--- config.mk ---
export PLATFORM = sky130hd
export DESIGN_NAME = iop_ports
export DESIGN_NICKNAME = d
export VERILOG_FILES = /design/src/inc/iop_pkg.sv /design/src/rtl/iop_ports.sv
export VERILOG_INCLUDE_DIRS = /design/src /design/src/inc
export SDC_FILE = /design/constraint.sdc
export NUM_CORES = 1
export LEC_CHECK = 0
export ABC_AREA = 1
export BUFFER_PORTS_ARGS = -buffer_cell sky130_fd_sc_hd__buf_2
export CELL_PAD_IN_SITES_DETAIL_PLACEMENT = 1
export CELL_PAD_IN_SITES_GLOBAL_PLACEMENT = 1
export CORE_MARGIN = 3
export CORE_UTILIZATION = 36
export CTS_BUF_LIST = sky130_fd_sc_hd__clkbuf_4 sky130_fd_sc_hd__clkbuf_8
export CTS_CLUSTER_DIAMETER = 100
export DETAILED_ROUTE_END_ITERATION = 16
export HOLD_SLACK_MARGIN = 0.08
export PLACE_DENSITY = 0.85
export SYNTH_ARGS = -nofsm -noshare
export SYNTH_HDL_FRONTEND = slang
export SYNTH_SLANG_ARGS = --single-unit
--- constraint.sdc ---
create_clock -name ref_clk_i -period 1.7 [get_ports ref_clk_i]
set_clock_uncertainty 0.05 [all_clocks]
set_input_delay 0.17 -clock ref_clk_i [delete_from_list [all_inputs] [get_ports ref_clk_i]]
set_output_delay 0.17 -clock ref_clk_i [all_outputs]
set_load 0.005 [all_outputs]
--- src/inc/iop_defs.svh ---
`ifndef IOP_DEFS_SVH
`define IOP_DEFS_SVH

// Register indices; the byte address on the bus is four times the index.
`define IOP_IDX_P8_DIR      16'hFFCD
`define IOP_IDX_P7_IN       16'hFFCE
`define IOP_IDX_P8_DATA     16'hFFCF
`define IOP_IDX_P9_DIR      16'hFFD0
`define IOP_IDX_P9_DATA     16'hFFD2

// Reset and hardware-standby values of the stored registers.
`define IOP_P8_RST          8'hE0
`define IOP_P9_RST          8'hC0

// Field positions.
`define IOP_P8_STORE_MSB    4
`define IOP_P8_PIN_MSB      1
`define IOP_P9_PIN_MSB      5
`define IOP_P8_SPARE_LSB    2

// Operating modes in which the upper two-pin port pin may drive.
`define IOP_MODE_SIX        3'h6
`define IOP_MODE_SEVEN      3'h7

// Bus answers.
`define IOP_RESP_OKAY       2'h0
`define IOP_RESP_DECERR     2'h3

`endif

--- src/inc/iop_pkg.sv ---
package iop_pkg;

    typedef enum logic [1:0] {
        IOP_WR_IDLE = 2'b01,
        IOP_WR_RESP = 2'b10
    } iop_wr_e;

    typedef enum logic [1:0] {
        IOP_RD_IDLE = 2'b01,
        IOP_RD_DATA = 2'b10
    } iop_rd_e;

    typedef struct packed {
        logic [1:0] dout;
        logic [1:0] oe;
    } iop_p8_pad_s;

    typedef struct packed {
        logic [5:0] dout;
        logic [5:0] oe;
    } iop_p9_pad_s;

endpackage : iop_pkg

--- src/rtl/iop_ports.sv ---
// Summary of operation
// - Eight analog-shared input pins, same every mode.
// - Input port reads live pins, no direction.
// - Two-pin bidirectional port, shares interrupts one, zero.
// - Pin one drives only in modes six, seven.
// - Pin zero direction bit selects input/output.
// - Two-pin direction loads E0, kept in standby.
// - Output pins keep driving in software standby.
// - Two-pin read: latch if output, else pin.
// - Two-pin data bits 7-5 read one.
// - Bits 4-2 stored; read latch or one.
// - Two-pin data loads E0, kept in standby.
// - Six-pin port shares serial and interrupt pins.
// - Six-pin direction bits 5-0 select output.
// - Six-pin direction register reads all ones.
// - Six-pin direction loads C0, kept in standby.
// - Six-pin read: latch if output, else pin.
// - Six-pin data bits 7-6 read one.
// - Six-pin data loads C0, kept in standby.
`timescale 1ns/1ps
`default_nettype none
`include "iop_defs.svh"

module iop_ports (
    input  wire logic                 ref_clk_i,                 // 40 MHz system clock
    input  wire logic                 rst_b_i,                   // Synchronous reset, active low
    input  wire logic [2:0]           mode_i,                    // Operating mode pins
    input  wire logic                 hw_standby_i,              // Hardware standby, active high
    input  wire logic                 sw_standby_i,              // Software standby, active high
    input  wire logic [17:0]          s_axi_awaddr_i,            // Write address
    input  wire logic                 s_axi_awvalid_i,           // Write address valid
    output logic                      s_axi_awready_o,           // Write address ready
    input  wire logic [31:0]          s_axi_wdata_i,             // Write data
    input  wire logic [3:0]           s_axi_wstrb_i,             // Write byte strobes
    input  wire logic                 s_axi_wvalid_i,            // Write data valid
    output logic                      s_axi_wready_o,            // Write data ready
    output logic [1:0]                s_axi_bresp_o,             // Write response
    output logic                      s_axi_bvalid_o,            // Write response valid
    input  wire logic                 s_axi_bready_i,            // Write response ready
    input  wire logic [17:0]          s_axi_araddr_i,            // Read address
    input  wire logic                 s_axi_arvalid_i,           // Read address valid
    output logic                      s_axi_arready_o,           // Read address ready
    output logic [31:0]               s_axi_rdata_o,             // Read data
    output logic [1:0]                s_axi_rresp_o,             // Read response
    output logic                      s_axi_rvalid_o,            // Read data valid
    input  wire logic                 s_axi_rready_i,            // Read data ready
    input  wire logic [7:0]           analog_pins_i,             // Input-only port pin levels
    input  wire logic [1:0]           p8_pin_i,                  // Two-pin port pin levels
    output iop_pkg::iop_p8_pad_s      p8_pad_o,                  // Two-pin port drive and enables
    input  wire logic [5:0]           p9_pin_i,                  // Six-pin port pin levels
    output iop_pkg::iop_p9_pad_s      p9_pad_o,                  // Six-pin port drive and enables
    output logic [7:0]                analog_level_o,            // Pin levels to the converter
    output logic                      external_interrupt_zero_o, // Interrupt zero pin level
    output logic                      external_interrupt_one_o,  // Interrupt one pin level
    output logic                      external_interrupt_four_o, // Interrupt four pin level
    output logic                      external_interrupt_five_o, // Interrupt five pin level
    output logic                      serial_zero_receive_o,     // Serial zero receive level
    output logic                      serial_one_receive_o,      // Serial one receive level
    output logic                      serial_zero_clock_pin_o,   // Serial zero clock pin level
    output logic                      serial_one_clock_pin_o     // Serial one clock pin level
);
    import iop_pkg::*;

    localparam int SYNC_W = 21;

    // Only the low bits are stored; the fixed upper ones are rebuilt on the read path.
    localparam logic [7:0] P8_RST_BYTE = `IOP_P8_RST;
    localparam logic [7:0] P9_RST_BYTE = `IOP_P9_RST;

    logic [SYNC_W-1:0] sync_meta;
    logic [SYNC_W-1:0] sync_q;
    logic [7:0]        p7_lvl;
    logic [1:0]        p8_lvl;
    logic [5:0]        p9_lvl;
    logic [2:0]        mode_q;
    logic              hw_stby;
    logic              sw_stby;
    logic              clr;
    logic              pin1_drive_ok;

    logic [4:0]        p8_ddr;
    logic [4:0]        p8_dr;
    logic [5:0]        p9_ddr;
    logic [5:0]        p9_dr;

    iop_wr_e           wr_state;
    iop_rd_e           rd_state;
    logic              aw_got;
    logic              w_got;
    logic [15:0]       wr_idx;
    logic [7:0]        wr_byte;
    logic              wr_lane0;
    logic              wr_fire;
    logic [15:0]       rd_idx;
    logic [7:0]        next_rbyte;
    logic              next_rmapped;
    logic              next_wmapped;

    // Every pin, strap and standby level crosses in through two flops.
    always_ff @(posedge ref_clk_i)
    begin
        if (!rst_b_i)
        begin
            sync_meta <= '0;
            sync_q    <= '0;
        end
        else
        begin
            sync_meta <= {sw_standby_i, hw_standby_i, mode_i, p9_pin_i, p8_pin_i, analog_pins_i};
            sync_q    <= sync_meta;
        end
    end

    assign p7_lvl  = sync_q[7:0];
    assign p8_lvl  = sync_q[9:8];
    assign p9_lvl  = sync_q[15:10];
    assign mode_q  = sync_q[18:16];
    assign hw_stby = sync_q[19];
    assign sw_stby = sync_q[20];

    // Hardware standby initialises exactly as reset does; software standby changes nothing here.
    assign clr = !rst_b_i || hw_stby;
    assign pin1_drive_ok = (mode_q == `IOP_MODE_SIX) || (mode_q == `IOP_MODE_SEVEN);

    // Shared pin levels go to the converter, interrupt and serial logic in every mode.
    assign analog_level_o            = p7_lvl;
    assign external_interrupt_zero_o = sync_q[8];
    assign external_interrupt_one_o  = sync_q[9];
    assign serial_zero_receive_o     = sync_q[12];
    assign serial_one_receive_o      = sync_q[13];
    assign serial_zero_clock_pin_o   = sync_q[14];
    assign external_interrupt_four_o = sync_q[14];
    assign serial_one_clock_pin_o    = sync_q[15];
    assign external_interrupt_five_o = sync_q[15];

    assign wr_fire  = (wr_state == IOP_WR_IDLE) && aw_got && w_got;

    // Write channel: address and data are taken in either order, the answer follows both.
    always_ff @(posedge ref_clk_i)
    begin
        if (!rst_b_i)
        begin
            wr_state        <= IOP_WR_IDLE;
            aw_got          <= 1'b0;
            w_got           <= 1'b0;
            wr_idx          <= 16'h0000;
            wr_byte         <= 8'h00;
            wr_lane0        <= 1'b0;
            s_axi_awready_o <= 1'b0;
            s_axi_wready_o  <= 1'b0;
            s_axi_bvalid_o  <= 1'b0;
            s_axi_bresp_o   <= `IOP_RESP_OKAY;
        end
        else
        begin
            unique case (wr_state)
                IOP_WR_IDLE:
                begin
                    if (s_axi_awvalid_i && s_axi_awready_o)
                    begin
                        aw_got <= 1'b1;
                        wr_idx <= s_axi_awaddr_i[17:2];
                    end
                    if (s_axi_wvalid_i && s_axi_wready_o)
                    begin
                        w_got    <= 1'b1;
                        wr_byte  <= s_axi_wdata_i[7:0];
                        wr_lane0 <= s_axi_wstrb_i[0];
                    end
                    s_axi_awready_o <= !aw_got && !(s_axi_awvalid_i && s_axi_awready_o);
                    s_axi_wready_o  <= !w_got && !(s_axi_wvalid_i && s_axi_wready_o);
                    if (wr_fire)
                    begin
                        wr_state        <= IOP_WR_RESP;
                        s_axi_bvalid_o  <= 1'b1;
                        s_axi_bresp_o   <= next_wmapped ? `IOP_RESP_OKAY : `IOP_RESP_DECERR;
                        s_axi_awready_o <= 1'b0;
                        s_axi_wready_o  <= 1'b0;
                    end
                end
                IOP_WR_RESP:
                begin
                    if (s_axi_bready_i)
                    begin
                        wr_state        <= IOP_WR_IDLE;
                        s_axi_bvalid_o  <= 1'b0;
                        aw_got          <= 1'b0;
                        w_got           <= 1'b0;
                        s_axi_awready_o <= 1'b1;
                        s_axi_wready_o  <= 1'b1;
                    end
                end
            endcase
        end
    end

    always_comb
    begin
        unique case (wr_idx)
            `IOP_IDX_P8_DIR,
            `IOP_IDX_P7_IN,
            `IOP_IDX_P8_DATA,
            `IOP_IDX_P9_DIR,
            `IOP_IDX_P9_DATA: next_wmapped = 1'b1;
            default:          next_wmapped = 1'b0;
        endcase
    end

    // Two-pin port direction; bits 7 to 5 are fixed ones and are not stored.
    always_ff @(posedge ref_clk_i)
    begin
        if (clr)
            p8_ddr <= P8_RST_BYTE[`IOP_P8_STORE_MSB:0];
        else if (wr_fire && wr_lane0 && wr_idx == `IOP_IDX_P8_DIR)
            p8_ddr <= wr_byte[`IOP_P8_STORE_MSB:0];
    end

    // Two-pin port data; bits 4 to 2 are plain storage with no pin behind them.
    always_ff @(posedge ref_clk_i)
    begin
        if (clr)
            p8_dr <= P8_RST_BYTE[`IOP_P8_STORE_MSB:0];
        else if (wr_fire && wr_lane0 && wr_idx == `IOP_IDX_P8_DATA)
            p8_dr <= wr_byte[`IOP_P8_STORE_MSB:0];
    end

    always_ff @(posedge ref_clk_i)
    begin
        if (clr)
            p9_ddr <= P9_RST_BYTE[`IOP_P9_PIN_MSB:0];
        else if (wr_fire && wr_lane0 && wr_idx == `IOP_IDX_P9_DIR)
            p9_ddr <= wr_byte[`IOP_P9_PIN_MSB:0];
    end

    always_ff @(posedge ref_clk_i)
    begin
        if (clr)
            p9_dr <= P9_RST_BYTE[`IOP_P9_PIN_MSB:0];
        else if (wr_fire && wr_lane0 && wr_idx == `IOP_IDX_P9_DATA)
            p9_dr <= wr_byte[`IOP_P9_PIN_MSB:0];
    end

    // Pad drive ignores software standby on purpose so that outputs hold their level.
    // Pin one is never enabled in modes one, three and five even if software sets its bit.
    always_ff @(posedge ref_clk_i)
    begin
        if (clr)
        begin
            p8_pad_o <= '0;
            p9_pad_o <= '0;
        end
        else
        begin
            p8_pad_o.dout <= p8_dr[`IOP_P8_PIN_MSB:0];
            p8_pad_o.oe   <= {p8_ddr[1] && pin1_drive_ok, p8_ddr[0]};
            p9_pad_o.dout <= p9_dr;
            p9_pad_o.oe   <= p9_ddr;
        end
    end

    // Read multiplexer: latch for output pins, synchronised pin level for inputs.
    always_comb
    begin
        next_rbyte   = 8'hFF;
        next_rmapped = 1'b1;
        unique case (s_axi_araddr_i[17:2])
            `IOP_IDX_P7_IN:   next_rbyte = p7_lvl;
            `IOP_IDX_P8_DIR:  next_rbyte = 8'hFF;
            `IOP_IDX_P9_DIR:  next_rbyte = 8'hFF;
            `IOP_IDX_P8_DATA:
                next_rbyte = {3'b111,
                              p8_dr[4:2] | ~p8_ddr[4:2],
                              (p8_ddr[1:0] & p8_dr[1:0]) | (~p8_ddr[1:0] & p8_lvl)};
            `IOP_IDX_P9_DATA:
                next_rbyte = {2'b11, (p9_ddr & p9_dr) | (~p9_ddr & p9_lvl)};
            default:          next_rmapped = 1'b0;
        endcase
    end

    always_ff @(posedge ref_clk_i)
    begin
        if (!rst_b_i)
        begin
            rd_state        <= IOP_RD_IDLE;
            rd_idx          <= 16'h0000;
            s_axi_arready_o <= 1'b0;
            s_axi_rvalid_o  <= 1'b0;
            s_axi_rdata_o   <= 32'h00000000;
            s_axi_rresp_o   <= `IOP_RESP_OKAY;
        end
        else
        begin
            unique case (rd_state)
                IOP_RD_IDLE:
                begin
                    s_axi_arready_o <= 1'b1;
                    if (s_axi_arvalid_i && s_axi_arready_o)
                    begin
                        rd_state        <= IOP_RD_DATA;
                        rd_idx          <= s_axi_araddr_i[17:2];
                        s_axi_arready_o <= 1'b0;
                        s_axi_rvalid_o  <= 1'b1;
                        s_axi_rdata_o   <= next_rmapped ? {24'h000000, next_rbyte} : 32'h00000000;
                        s_axi_rresp_o   <= next_rmapped ? `IOP_RESP_OKAY : `IOP_RESP_DECERR;
                    end
                end
                IOP_RD_DATA:
                begin
                    if (s_axi_rready_i)
                    begin
                        rd_state        <= IOP_RD_IDLE;
                        s_axi_rvalid_o  <= 1'b0;
                        s_axi_arready_o <= 1'b1;
                    end
                end
            endcase
        end
    end

    chk_p7_read_live: assert property (@(posedge ref_clk_i) disable iff (!rst_b_i)
        $rose(s_axi_rvalid_o) && rd_idx == `IOP_IDX_P7_IN |-> s_axi_rdata_o[7:0] == $past(p7_lvl))
        else $error("input port read does not show pin levels");

    chk_p8_pin1_mode: assert property (@(posedge ref_clk_i) disable iff (!rst_b_i)
        p8_pad_o.oe[1] |-> $past(pin1_drive_ok))
        else $error("pin one driven outside modes six and seven");

    chk_p8_pin0_dir: assert property (@(posedge ref_clk_i) disable iff (!rst_b_i)
        p8_ddr[0] && !hw_stby ##1 rst_b_i |-> p8_pad_o.oe[0] && p8_pad_o.dout[0] == $past(p8_dr[0]))
        else $error("pin zero does not follow its direction bit");

    chk_p8_dir_init: assert property (@(posedge ref_clk_i) disable iff (!rst_b_i)
        hw_stby |=> p8_ddr == 5'h00 && p8_dr == 5'h00 && p8_pad_o.oe == 2'b00)
        else $error("two-pin port not initialised by hardware standby");

    chk_sw_stby_hold: assert property (@(posedge ref_clk_i) disable iff (!rst_b_i)
        sw_stby && !hw_stby && !wr_fire |=> $stable(p9_dr) && $stable(p8_dr) && $stable(p9_ddr))
        else $error("port state changed in software standby");

    chk_p8_read_mux: assert property (@(posedge ref_clk_i) disable iff (!rst_b_i)
        $rose(s_axi_rvalid_o) && rd_idx == `IOP_IDX_P8_DATA && $past(p8_ddr[1:0] == 2'b00)
        |-> s_axi_rdata_o[7:0] == {3'b111, $past(p8_dr[4:2] | ~p8_ddr[4:2]), $past(p8_lvl)})
        else $error("two-pin read does not show pin levels for inputs");

    chk_p8_spare_ones: assert property (@(posedge ref_clk_i) disable iff (!rst_b_i)
        $rose(s_axi_rvalid_o) && rd_idx == `IOP_IDX_P8_DATA && $past(p8_ddr[4:2] == 3'b000)
        |-> s_axi_rdata_o[7:2] == 6'h3F)
        else $error("spare bits do not read as one");

    chk_dir_read_ones: assert property (@(posedge ref_clk_i) disable iff (!rst_b_i)
        $rose(s_axi_rvalid_o) && (rd_idx == `IOP_IDX_P9_DIR || rd_idx == `IOP_IDX_P8_DIR)
        |-> s_axi_rdata_o == 32'h000000FF && s_axi_rresp_o == `IOP_RESP_OKAY)
        else $error("direction register read is not all ones");

    chk_p9_read_mux: assert property (@(posedge ref_clk_i) disable iff (!rst_b_i)
        $rose(s_axi_rvalid_o) && rd_idx == `IOP_IDX_P9_DATA
        |-> s_axi_rdata_o[7:0] == {2'b11, $past((p9_ddr & p9_dr) | (~p9_ddr & p9_lvl))})
        else $error("six-pin read mixes latch and pin wrongly");

    chk_p9_data_init: assert property (@(posedge ref_clk_i) disable iff (!rst_b_i)
        hw_stby ##1 hw_stby |-> p9_dr == 6'h00 && p9_ddr == 6'h00 && p9_pad_o.oe == 6'h00)
        else $error("six-pin port not initialised by hardware standby");

    chk_p9_pad_follow: assert property (@(posedge ref_clk_i) disable iff (!rst_b_i)
        !hw_stby |=> p9_pad_o.oe == $past(p9_ddr) && p9_pad_o.dout == $past(p9_dr))
        else $error("six-pin pads do not follow direction and data");

    chk_p8_upper_ones: assert property (@(posedge ref_clk_i) disable iff (!rst_b_i)
        $rose(s_axi_rvalid_o) && rd_idx == `IOP_IDX_P8_DATA |-> s_axi_rdata_o[7:5] == 3'b111)
        else $error("two-pin data upper bits do not read as one");

    chk_p9_upper_ones: assert property (@(posedge ref_clk_i) disable iff (!rst_b_i)
        $rose(s_axi_rvalid_o) && rd_idx == `IOP_IDX_P9_DATA |-> s_axi_rdata_o[7:6] == 2'b11)
        else $error("six-pin data reserved bits do not read as one");

endmodule : iop_ports
`default_nettype wire

---- Word level (Yosys, flattened, before mapping) ----
Index checks and enable logic that the tools add are counted.
word-level totals
  flip-flop bits (word level) ............. 148
  input port bits ......................... 100
  output and inout port bits .............. 73
  word-level logic and storage cells ...... 117
operators by class
  equal/unequal tests ..................... 22
  mux-type cells .......................... 30
  bitwise gates (word level) .............. 10
  reductions and logical operators ........ 30
operators with widths
  cell                    number
  $eq A16 B16 Y1 const B  10
  $pmux W8 S3             1
  $reduce_and A2 Y1       8
  $pmux W1 S2             7
  $logic_and A1 B1 Y1     13
  $mux W1                 13
  $and A6 B6 Y6           2
  $mux W2                 6
  $reduce_or A5 Y1        2
  $mux W8                 1
  $ne A2 B2 Y1 const B    4
  $pmux W2 S2             2
  $eq A3 B3 Y1 const B    2
  $not A6 Y6              1
  $or A6 B6 Y6            1
  $logic_not A1 Y1        5
  $and A2 B2 Y2           2
  $eq A2 B1 Y1 const B    2
  $eq A2 B2 Y1 const B    2
  $ne A2 B1 Y1 const B    2
  $not A3 Y3              1
  $or A3 B3 Y3            1
  $logic_or A1 B1 Y1      2
  $not A2 Y2              1
  $or A2 B2 Y2            1

---- Depth between registers and ports, before layout ----
Gate-level depths: netlist (run 1).
  depth after elaboration ................. 5
  mapped depth ............................ 11
  mapped depth without buffers ............ 11

---- Worst setup path before layout (run 1) ----
Ideal clock, no wire load.
  path type ............................... flip-flop to flip-flop
  from .................................... register, netlist name s_axi_bvalid_o
  to ...................................... register p9_dr[5]
  library setup time ...................... 0.119 ns
  arrival time ............................ 1.146 ns
  data required time ...................... 1.531 ns
  setup slack ............................. 0.384 ns
  stages on the path, launching flop included .. 10
  buffers on the path ..................... 1
  clock period less this slack ............ 1.316 ns
  path through ............................ dfxtp_1 inv_2 nand2_1 inv_2 nand3_2 nor2_4 nand2_1 buf_6 o21ai_0 a21oi_1
RTL lines
  what                  RTL line          RTL
  to (signal assigned)  iop_ports.sv:238  p9_dr <= P9_RST_BYTE[`IOP_P9_PIN_MSB:0];
  to (signal assigned)  iop_ports.sv:240  p9_dr <= wr_byte[`IOP_P9_PIN_MSB:0];
  to (decl)             iop_ports.sv:84   logic [5:0] p9_dr;

==> results by group, run 1 <==
Status
  • Status: finished clean

Min path
  • Hold path depth: 5
  • Hold Path Class: input port to register

Timing
  • Slew @ Worst Pin: 0.746 ns
  • Endpoints failing setup: 0
  • Worst rel slew slack: about half
  • Worst path setup slack after routing: 0.0651 ns
  • Shortest clock period the worst path allows after layout: around 1.6 ns
  • Max Freq: 0.612 GHz
  • Fin crit share: slightly below 100%
  • Final Max Slew Viols: 0
  • Setup repair after global routing missed its margin: true
  • Hold Violations, Final: 0

Final layout
  • Area Overhead vs Synth: 32.4%
  • Final nets: slightly below 900
  • Commonest cells after routing, fill and taps aside: dfxtp_1 (118), buf_2 (112), nor2_1 (110), nand2_1 (97), inv_1 (89)
  • Share of final-layout standard cells stronger than drive strength 1: 24.8%
  • Leading cell type in the layout, fill and taps excluded: dfxtp_1
  • Final cell count without fillers: 983

Routing
  • Number of detailed-route iterations in the first pass: 5
  • Post-Route WL: 14,400 um
  • Number of DRC markers after the initial detailed-route iteration: around 160
  • Number of nets with antenna violations after routing: 0
  • Via/cell ratio: between 4 and 5
  • Detailed-route via count: around 4,400
  • Routed length per placed instance: about 15 um
  • Drt drc: 0

Clock network
  • CTS tree: built
  • Clock latency reported for the late side of the worst-skew pair: 0.43 ns
  • Maximum root-to-sink buffer count: 2
  • Root buffer cell: clkbuf_8
  • H-tree level count: 4
  • TritonCTS buffer count: 17
  • # clock sinks: 118
  • Register clock-pin slew on the reported worst setup and hold paths: around 0.070 ns

Setup path
  • Cell repeated most along the worst path: dlygate4sd3_1
  • Worst reg-to-reg setup slack: ~0.10 ns
  • Data required time of the critical path: between 2 and 2.5 ns
  • Max incr delay on CP: approximately 0.57 ns
  • CP startpoint kind: input port
  • Launching element of the worst setup path: rst_b_i
  • Crit Path Max Fanout: 34
  • Critical Path End Type: register
  • End of the worst register-to-register path: p9_ddr[4]
  • Worst path cell trace: dlygate4sd3_1 > clkbuf_4 > buf_12 > nand2_1 > a21oi_1 > dlygate4sd3_1
  • Cell with the largest stage delay on the worst path: dlygate4sd3_1
  • Startpoint of the most critical register-to-register path: s_axi_bvalid_o
  • Worst R2R Path Depth: 8
  • CP endpoint: w_got
  • Data arrival, critical path: about 2.0 ns
  • Type of the setup path with the least slack: input port to register

Floorplan
  • Total die area: roughly 15,000 um^2
  • Core Region: about 13,000 um^2
  • Die extent in x: 122 um
  • Top-level port count: between 150 and 200
  • Number of standard-cell rows in the floorplan: 41
  • Die extent in y: between 100 and 150 um
  • Initial core utilization: 37.6%

Yosys
  • Mapped Avg Cell Area: 7.62 um^2
  • Area of the mapped netlist: 4840 um^2
  • Number of flip-flops and latches in the synthesized netlist: around 120
  • Post-synthesis sequential area ratio: roughly 49%
  • Number of instances in the synthesized netlist: between 600 and 700
  • Netlist cell types: 33
  • Synth warnings: 0

Power and ir drop
  • Power Dens Cells: approximately 1100 nW/um^2
  • Worst supply voltage drop on vdd: roughly 0.51 mV
  • P_leak: 3.25 nW

Place
  • Post-detailed-placement half-perimeter wirelength: between 8000 and 9000 um
  • Weighted congestion at the end of routability-driven global placement: between 0.7 and 0.8
  • Post-Place Worst Slack: about 0.09 ns
  • Number of port buffers: 113
  • Cells after DPL: 894

Global route
  • Global-route wire length before repair: ~22,000 um
  • Total GRT Usage: about 19%
  • Number of global-route vias before repair: ~4,600
  • Remaining Overflow, GRT: 0
  • Largest net degree at the start of global routing: 68
  • Initial antenna violation count: 3

Job
  • Max capacitance violation total: 0
==> worst max-delay path: cells and delay by family <==
family          cells  cell delay, ns
buf+inv             4            1.52
compound gates      1            0.14
simple gates        1            0.12
==> area by class of cell <==
type | instances | area (um^2)
Fill cell | 1637 | 6470
Sequential cell | 118 | 2360
Multi-Input combinational cell | 387 | 1860
Timing Repair Buffer | 171 | 1160
Inverter | 99 | 385
Clock buffer | 17 | 234
Tap cell | 172 | 215
Clock inverter | 15 | 181
Antenna cell | 3 | 7.51
Timing Repair inverter | 1 | 5.00
==> Yosys cell counts <==
master	n	share of area (%)
buf_4	38	5.9
dfxtp_1	118	49
or2_2	1	0.13
nand2_2	5	0.65
clkbuf_8	1	0.28
o31ai_1	1	0.16
inv_4	1	0.13
o211ai_1	1	0.16
nor3_1	2	0.21
nand3_2	4	0.83
conb_1	1	0.077
nor2_2	8	1.0
o2111ai_1	1	0.18
buf_6	2	0.47
o21ai_1	3	0.31
buf_2	2	0.21
or2_0	2	0.26
nor2_8	1	0.41
a21oi_1	29	3.0
nand3_1	29	3.0
o21ai_0	49	5.1
inv_1	90	7.0
nand4_1	2	0.26
nand2_4	3	0.70
nand4_2	1	0.26
nor2_1	113	8.8
nand2_1	98	7.6
nand3_4	1	0.36
inv_8	1	0.23
a211oi_2	5	1.3
inv_2	7	0.54
clkbuf_1	11	0.85
nor2_4	4	0.93
==> report_power, final <==
part / internal, mW / switching (mW) / total [mW]
logic: 0.376 / 0.567 / 0.943
clock network: 1.45 / 1.20 / 2.65
registers: 2.99 / 0.177 / 3.17
==> how the worst min path moves through the flow <==
stage                                  end  slack (ns)               from
final                     s_axi_rresp_o[0]        0.25  s_axi_araddr_i[2]
after global routing      s_axi_rresp_o[0]        0.28  s_axi_araddr_i[2]
after CTS                 s_axi_rresp_o[0]        0.22  s_axi_araddr_i[2]
after detailed placement     sync_meta[13]        0.31        p9_pin_i[3]
after global placement       sync_meta[13]        0.30        p9_pin_i[3]
after floorplan               sync_meta[0]        0.22   analog_pins_i[0]
==> registers in the layout (all words and copies together) (netlist names), 4 cells and up <==
| signal | cells |
|---|---|
| p8_pad_o | 4 |
| p9_pad_o | 12 |
| wr_idx | 16 |
| p8_ddr | 5 |
| sync_meta | 19 |
| s_axi_rdata_o | 8 |
| p9_ddr | 6 |
| p9_dr | 6 |
| sync_q | 19 |
| wr_byte | 6 |
| p8_dr | 5 |
==> metrics by stage <==
step | TNS, ns | instance area, um^2 | total power, mW | util, % | hold slack [ns]
3_5_place_dp | 0 | 5390 | 3.97 | 41.8 | 0.306
3_3_place_gp | 0 | 5390 | 3.93 | 41.8 | 0.304
5_1_grt | -0.151 | 6410 | 7.10 | 49.8 | 0.277
2_1_floorplan | 0 | 4930 | 3.72 | - | 0.218
4_1_cts | 0 | 6310 | 6.73 | 49.0 | 0.221
6_report | 0 | 6410 | 6.76 | 49.8 | 0.246
==> timing repair <==
| item | 4_1_cts | 5_1_grt |
|---|---|---|
| resized for setup | 0 | 17 |
| hold buffers | 51 | 0 |
| setup endpoints to repair | 0 | 25 |
| buffers inserted | 0 | 1 |
| hold endpoints to repair | 59 | 0 |
==> logic make-up (layout without fill, tap and decap cells) <==
logic type,Yosys count,count (layout),share of synthesized area (%)
other cells,1,27,0.0775
simple gates,274,274,25.4
compound gates,89,89,10.2
flops,118,118,48.8
buf+inv,153,303,15.6
==> metal layers <==
layer / vias to the layer above / share of wire, % / global-route usage, %
met3: 29 / 4.8 / 4.41
met4: 0 / 2.3 / 10.6
met1: 2075 / 42 / 22.2
met5: - / 0 / 0
met2: 126 / 51 / 33.5
li1: 2219 / - / -
No activity file was read; power rests on OpenSTA's default activity.
==> run 2, diff against run 1 <==
--- a/config.mk
+++ b/config.mk
@@ -11,12 +11,12 @@
 export CELL_PAD_IN_SITES_DETAIL_PLACEMENT = 1
 export CELL_PAD_IN_SITES_GLOBAL_PLACEMENT = 1
 export CORE_MARGIN = 3
-export CORE_UTILIZATION = 36
+export CORE_UTILIZATION = 33
 export CTS_BUF_LIST = sky130_fd_sc_hd__clkbuf_4 sky130_fd_sc_hd__clkbuf_8
 export CTS_CLUSTER_DIAMETER = 100
 export DETAILED_ROUTE_END_ITERATION = 16
 export HOLD_SLACK_MARGIN = 0.08
-export PLACE_DENSITY = 0.85
+export PLACE_DENSITY = 0.82
 export SYNTH_ARGS = -nofsm -noshare
 export SYNTH_HDL_FRONTEND = slang
 export SYNTH_SLANG_ARGS = --single-unit
==> constraint.sdc (replaced) <==
create_clock -name ref_clk_i -period 1.5 [get_ports ref_clk_i]
set_clock_uncertainty 0.05 [all_clocks]
set_input_delay 0.15 -clock ref_clk_i [delete_from_list [all_inputs] [get_ports ref_clk_i]]
set_output_delay 0.15 -clock ref_clk_i [all_outputs]
set_load 0.005 [all_outputs]
==> run 2 against run 1 <==
Flip-flop and latch count unchanged. Total power up 12%. Core utilization down 3.3 points. Routed wire length about the same. Clock-buffer cell count up 7. Via count up 0.22%. Sequential share of layout area down 0.68 points. Global-route usage down 2.9 points. Critical path type is now register to register. Critical path depth up 1. The run now ends with negative setup slack left. Non-clock buffer count up 10.
==> results by group, run 2 (same netlist as run 1, synthesis figures left out) <==
Floorplan
  • Initial core utilization: between 30% and 40%
  • Die extent in y: 127 um
  • Number of standard-cell rows in the floorplan: 43
  • Top-level port count: 173
  • Core Region: 14,100 um^2
  • Die extent in x: approximately 130 um
  • Total die area: around 16,000 um^2

Routing
  • Number of detailed-route iterations in the first pass: 5
  • Drt drc: 0
  • Number of nets with antenna violations after routing: 0
  • Uppermost signal routing layer after detailed routing: met5
  • Total met3 wirelength after detailed routing: slightly above 600 um
  • Routed length per placed instance: around 14 um
  • Via/cell ratio: 4.46
  • Detailed-route via count: between 4,000 and 5,000
  • Amount of wire on met2 after detailed routing: between 7000 and 8000 um
  • Metal-1 WL: between 6000 and 7000 um
  • Post-Route WL: 14,400 um
  • Number of DRC markers after the initial detailed-route iteration: 199

Clock network
  • Register clock-pin slew on the reported worst setup and hold paths: approximately 0.080 ns
  • # clock sinks: about 120
  • Root buffer cell: clkbuf_8
  • CTS tree: built
  • Maximum root-to-sink buffer count: 2
  • Clock latency reported for the late side of the worst-skew pair: around 0.43 ns
  • TritonCTS buffer count: 17
  • H-tree level count: 4

Final layout
  • Filler instances: around 1,800
  • Share of final-layout standard cells stronger than drive strength 1: roughly 29%
  • Final cell count without fillers: about 1,000
  • Final Cell Area: approximately 6600 um^2
  • Commonest cells after routing, fill and taps aside: buf_2 (114), dfxtp_1 (111), nor2_1 (103), nand2_1 (94), inv_1 (87)
  • Final nets: around 910
  • Regs by FF count: sync_meta: 19 flops, sync_q: 19 flops, wr_idx: 16 flops
  • Total area of multi-input combinational cells: between 1500 and 2000 um^2
  • Area of all sequential standard cells: 2370 um^2
  • Area Overhead vs Synth: 35.4%
  • Leading cell type in the layout, fill and taps excluded: buf_2

Place
  • Post-detailed-placement half-perimeter wirelength: approximately 9000 um
  • DP Area: ~5500 um^2
  • Number of port buffers: about 110
  • Weighted congestion at the end of routability-driven global placement: between 0.8 and 0.9
  • Cells after DPL: 912

Setup path
  • Cell repeated most along the worst path: nor2_4
  • Crit Path Max Fanout: 6
  • Data arrival, critical path: roughly 1.8 ns
  • Cell with the largest stage delay on the worst path: dfxtp_2
  • Worst path cell trace: nand2_2 > nor2_4 > nand4_4 > nor2_4 > nand3_4 > o21ai_1 > a21oi_1
  • WP buf/inv: 0
  • Max incr delay on CP: 0.35 ns
  • Critical Path End Type: register
  • Data required time of the critical path: roughly 1.8 ns
  • Type of the setup path with the least slack: register to register
  • CP startpoint kind: register
  • Largest delay contributor family on the critical path: simple AND/OR/NAND/NOR gates

Global route
  • Number of global-route vias before repair: 4,340
  • Global-route wire length before repair: around 21,000 um
  • Total GRT Usage: between 15 and 20%
  • Largest net degree at the start of global routing: 44
  • Remaining Overflow, GRT: 0
  • Initial antenna violation count: 2

Power and ir drop
  • Power Dens Cells: about 1200 nW/um^2
  • P_leak: 3.30 nW
  • Worst supply voltage drop on vdd: ~0.52 mV

Job
  • Max capacitance violation total: 0

Status
  • Status: complete, but fails checks
  • Violated checks: negative setup slack

Min path
  • Hold Path Class: input port to register

Timing
  • Endpoints failing setup: 3
  • Worst hold slack after final layout: 0.126 ns
  • Shortest clock period the worst path allows after layout: 1.51 ns
  • Worst path setup slack after routing: -0.0110 ns
  • Max Freq: about 0.66 GHz
  • Setup repair after global routing missed its margin: true
  • Hold Violations, Final: 0
  • Final Max Slew Viols: 0
  • Fin crit share: 101%
==> run 2: cell types whose count changed in the layout (fill, tap and decap cells not counted), sizes merged <==
cell,delta
buf,+15
clkbuf,+5
clkinv,-3
dlygate4sd3,-3
bufinv,-2
clkinvlp,-2
diode,-2
inv,-1
nand2,+1
nand3,+1
==> run 2: layer usage <==
metal,vias up,global-route usage [%]
li1,2247,-
met1,2064,19.7
met2,111,27.8
met3,35,4.39
met4,2,7.19
met5,-,0
==> run 2: worst paths after layout <==
path | slack (ns) | from | end | cells past startpoint
setup / recovery | -0.01 | wr_idx[15] | p9_ddr[2] | 7
hold reg to reg | 0.37 | sync_meta[6] | sync_q[6] | 2
hold / removal | 0.13 | rst_b_i | sync_meta[14] | 4
setup reg to reg | -0.01 | wr_idx[15] | p9_ddr[2] | 7
==> run 2: layout make-up <==
| cell class | instances | area share [%] |
|---|---|---|
| clock buffer | 24 | 4.75 |
| tap | 180 | 3.44 |
| sequential | 118 | 36.2 |
| inverter | 99 | 5.88 |
| timing repair buffer | 181 | 18.8 |
| multi-input combinational | 389 | 29.7 |
| timing repair inverter | 1 | 0.115 |
| antenna | 1 | 0.0382 |
| clock inverter | 7 | 1.09 |
==> run 2: metrics by stage <==
step / TNS [ns] / utilization [%] / setup slack, ns / power, mW
3_3_place_gp: -0.0927 / 38.9 / -0.0287 / 4.53
2_1_floorplan: 0 / - / 0.184 / 4.21
4_1_cts: -0.00521 / 45.2 / -0.00521 / 7.41
5_1_grt: -1.47 / 46.5 / -0.134 / 7.98
6_report: -0.0224 / 46.5 / -0.0110 / 7.59
3_5_place_dp: -0.257 / 38.9 / -0.0647 / 4.56
==> run 2: power by group <==
group | switching, mW | internal, mW | total [mW]
Clock | 1.25 | 1.53 | 2.78
Combinational | 0.694 | 0.505 | 1.20
Sequential | 0.214 | 3.40 | 3.61
Total | 2.16 | 5.43 | 7.59
==> run 2: timing repair <==
| action | 4_1_cts | 5_1_grt |
|---|---|---|
| pin swaps | 0 | 8 |
| cloned | 0 | 4 |
| endpoints found under the hold margin | 59 | 0 |
| gates resized for setup | 5 | 51 |
| buffers inserted | 0 | 4 |
| hold buffers | 49 | 0 |
| setup endpoints to repair | 12 | 41 |
==> run 2: tightest hold or removal path: cells and delay by family <==
kind	cells	cell delay, ns
simple gates	1	0.07
buf+inv	3	0.34
==> run 3, diff against run 2 <==
--- a/config.mk
+++ b/config.mk
@@ -16,7 +16,8 @@
 export CTS_CLUSTER_DIAMETER = 100
 export DETAILED_ROUTE_END_ITERATION = 16
 export HOLD_SLACK_MARGIN = 0.08
-export PLACE_DENSITY = 0.82
+export MAX_ROUTING_LAYER = met4
+export PLACE_DENSITY = 0.8
 export SYNTH_ARGS = -nofsm -noshare
 export SYNTH_HDL_FRONTEND = slang
 export SYNTH_SLANG_ARGS = --single-unit
==> run 3 against run 2 <==
The run now ends clean. Clock power about the same. Combinational power decreased by 9%. Routed wire length decreased by 9.5%. Cell count fell by 0.90%. Die area stayed put. Hold slack improved by 0.024 ns. Sequential share of layout area grew 0.52 points. Core utilization is 0.80 points lower. First-iteration DRC count fell by 20%. Flip-flop and latch count unchanged. Global-route usage about the same. Clock-buffer cell count shrank 2. Critical path type unchanged. Largest cell class unchanged.
==> results by group, run 3 (same netlist as run 1, synthesis figures left out) <==
Power and ir drop
  • Sum of internal, switching and leakage power: about 7.5 mW
  • Worst supply voltage drop on vdd: ~0.46 mV
  • P_leak: 3.26 nW
  • Power Dens Cells: 1160 nW/um^2

Timing
  • Shortest clock period the worst path allows after layout: 1.46 ns
  • Setup repair after global routing missed its margin: true
  • Total Neg Setup Slack: 0 ns
  • Max Freq: ~0.7 GHz
  • Final Max Slew Viols: 0
  • Endpoints failing setup: 0
  • Hold Violations, Final: 0
  • Fin crit share: a little over nine tenths

Setup path
  • Max incr delay on CP: roughly 0.33 ns
  • Worst reg-to-reg setup slack: around 0.040 ns
  • Data required time of the critical path: around 1.8 ns
  • WP buf/inv: 1
  • Startpoint of the most critical register-to-register path: wr_idx[13]
  • Worst R2R Path Depth: 8
  • Worst path cell trace: nand2_1 > nor2_4 > nand4_4 > nor2_2 > nand2_2 > buf_6 > o21ai_1 > a21oi_1
  • Type of the setup path with the least slack: register to register
  • Critical Path End Type: register
  • Cell with the largest stage delay on the worst path: dfxtp_1
  • CP startpoint kind: register
  • End of the worst register-to-register path: p9_dr[5]
  • Largest delay contributor family on the critical path: simple AND/OR/NAND/NOR gates
  • Crit Path Max Fanout: 12
  • Data arrival, critical path: roughly 1.7 ns

Global route
  • Largest net degree at the start of global routing: about 70
  • Remaining Overflow, GRT: 0
  • Number of global-route vias before repair: roughly 4,500
  • Global-route wire length before repair: between 20,000 and 25,000 um
  • Initial antenna violation count: 0
  • Total GRT Usage: between 15 and 20%

Routing
  • Via/cell ratio: 4.34
  • Number of detailed-route iterations in the first pass: 4
  • Routed length per placed instance: 13.1 um
  • Drt drc: 0
  • Detailed-route via count: approximately 4,300
  • Post-Route WL: 13,000 um
  • Number of nets with antenna violations after routing: 0
  • Number of DRC markers after the initial detailed-route iteration: 159

Floorplan
  • Core Region: between 10,000 and 15,000 um^2
  • Die extent in y: between 100 and 150 um
  • Initial core utilization: ~34%
  • Die extent in x: between 100 and 150 um
  • Number of standard-cell rows in the floorplan: 43
  • Total die area: around 16,000 um^2
  • Top-level port count: approximately 170

Place
  • Post-detailed-placement half-perimeter wirelength: approximately 8900 um
  • Number of port buffers: ~110
  • DP Area: about 5500 um^2
  • Weighted congestion at the end of routability-driven global placement: around 0.85

Min path
  • Endpoint with the worst hold slack: sync_q[2]
  • Worst Hold Launch: rst_b_i
  • Hold Path Class: input port to register
  • Hold path depth: 4

Clock network
  • Root buffer cell: clkbuf_8
  • Clock latency reported for the late side of the worst-skew pair: 0.42 ns
  • TritonCTS buffer count: 17
  • # clock sinks: roughly 120
  • Maximum root-to-sink buffer count: 2
  • Register clock-pin slew on the reported worst setup and hold paths: about 0.07 ns
  • H-tree level count: 4
  • CTS tree: built

Final layout
  • Final Cell Area: 6440 um^2
  • Final nets: around 900
  • Number of diodes: 0
  • Area Overhead vs Synth: 33.1%
  • Share of final-layout standard cells stronger than drive strength 1: about 27%
  • Total area of multi-input combinational cells: between 1500 and 2000 um^2
  • Leading cell type in the layout, fill and taps excluded: dfxtp_1
  • Commonest cells after routing, fill and taps aside: dfxtp_1 (117), buf_2 (113), nor2_1 (106), nand2_1 (96), inv_1 (86)
  • Filler instances: around 1,800
  • Area of all sequential standard cells: around 2400 um^2
  • Regs by FF count: sync_meta: 19 flops, sync_q: 19 flops, wr_idx: 16 flops

Job
  • Max capacitance violation total: 0

Status
  • Status: finished clean
run 3: changes by cell type in the layout (fill, tap and decap cells not counted), moves of 4 or more:
cell      previous run  this run
o21ai_1             15        11
dfxtp_1            111       117
clkinv_2             2         6
dfxtp_2              7         1
nor2_4              10         6
run 3: through the flow:
stage	utilization, %	instances	hold WS [ns]	setup slack [ns]
2_1_floorplan	-	658	0.198	0.184
3_3_place_gp	38.7	908	0.284	0.0384
3_5_place_dp	38.7	908	0.287	-0.00992
4_1_cts	44.9	989	0.128	0.00413
5_1_grt	45.7	991	0.145	-0.0534
6_report	45.7	991	0.150	0.0396
run 3: worst max-delay path by stage:
stage               slack, ns            from        to  depth (start not counted)
floorplan                0.18  s_axi_bvalid_o  p9_dr[5]                          9
global placement         0.04      wr_idx[13]  p8_dr[0]                          7
detailed placement      -0.01      wr_idx[13]  p9_dr[5]                          8
CTS                     0.004  s_axi_bvalid_o  p9_dr[2]                          9
global route            -0.05      wr_idx[13]  p9_dr[2]                          8
finish                   0.04      wr_idx[13]  p9_dr[5]                          8
run 3: what timing repair did:
item,in CTS,in global routing
hold buffers,49,0
gates resized for setup,3,38
hold endpoints to repair,59,0
pin swaps,0,4
buffers inserted,0,2
setup endpoints to repair,10,41
cloned,0,1
run 3: area by class of cell:
| class | count | area share, % |
|---|---|---|
| repair inverters | 1 | 0.117 |
| inverters | 99 | 6.02 |
| clock inverters | 10 | 1.63 |
| multi-input cells | 387 | 29.5 |
| flip-flops and latches | 118 | 36.7 |
| well taps | 180 | 3.50 |
| repair buffers | 174 | 18.2 |
| clock buffers | 22 | 4.31 |
run 3: report_power, final:
group	internal (mW)	total [mW]	switching, mW
combinational	0.475	1.09	0.619
clock	1.57	2.80	1.23
sequential	3.39	3.60	0.206
total	5.44	7.49	2.05
run 3: worst reg2reg max path: stages, from the launching register on:
cell	delay [ns]
dfxtp_1	0.33
nand2_1	0.09
nor2_4	0.15
nand4_4	0.14
nor2_2	0.16
nand2_2	0.07
buf_6	0.16
o21ai_1	0.15
a21oi_1	0.05
run 3: layer usage:
layer	track usage (%)	share of wire, %	routed length, um
met5	-	0	0
met4	5.74	1.5	199
met3	3.97	4.2	542
met2	28.5	51	6560
met1	18.7	44	5680
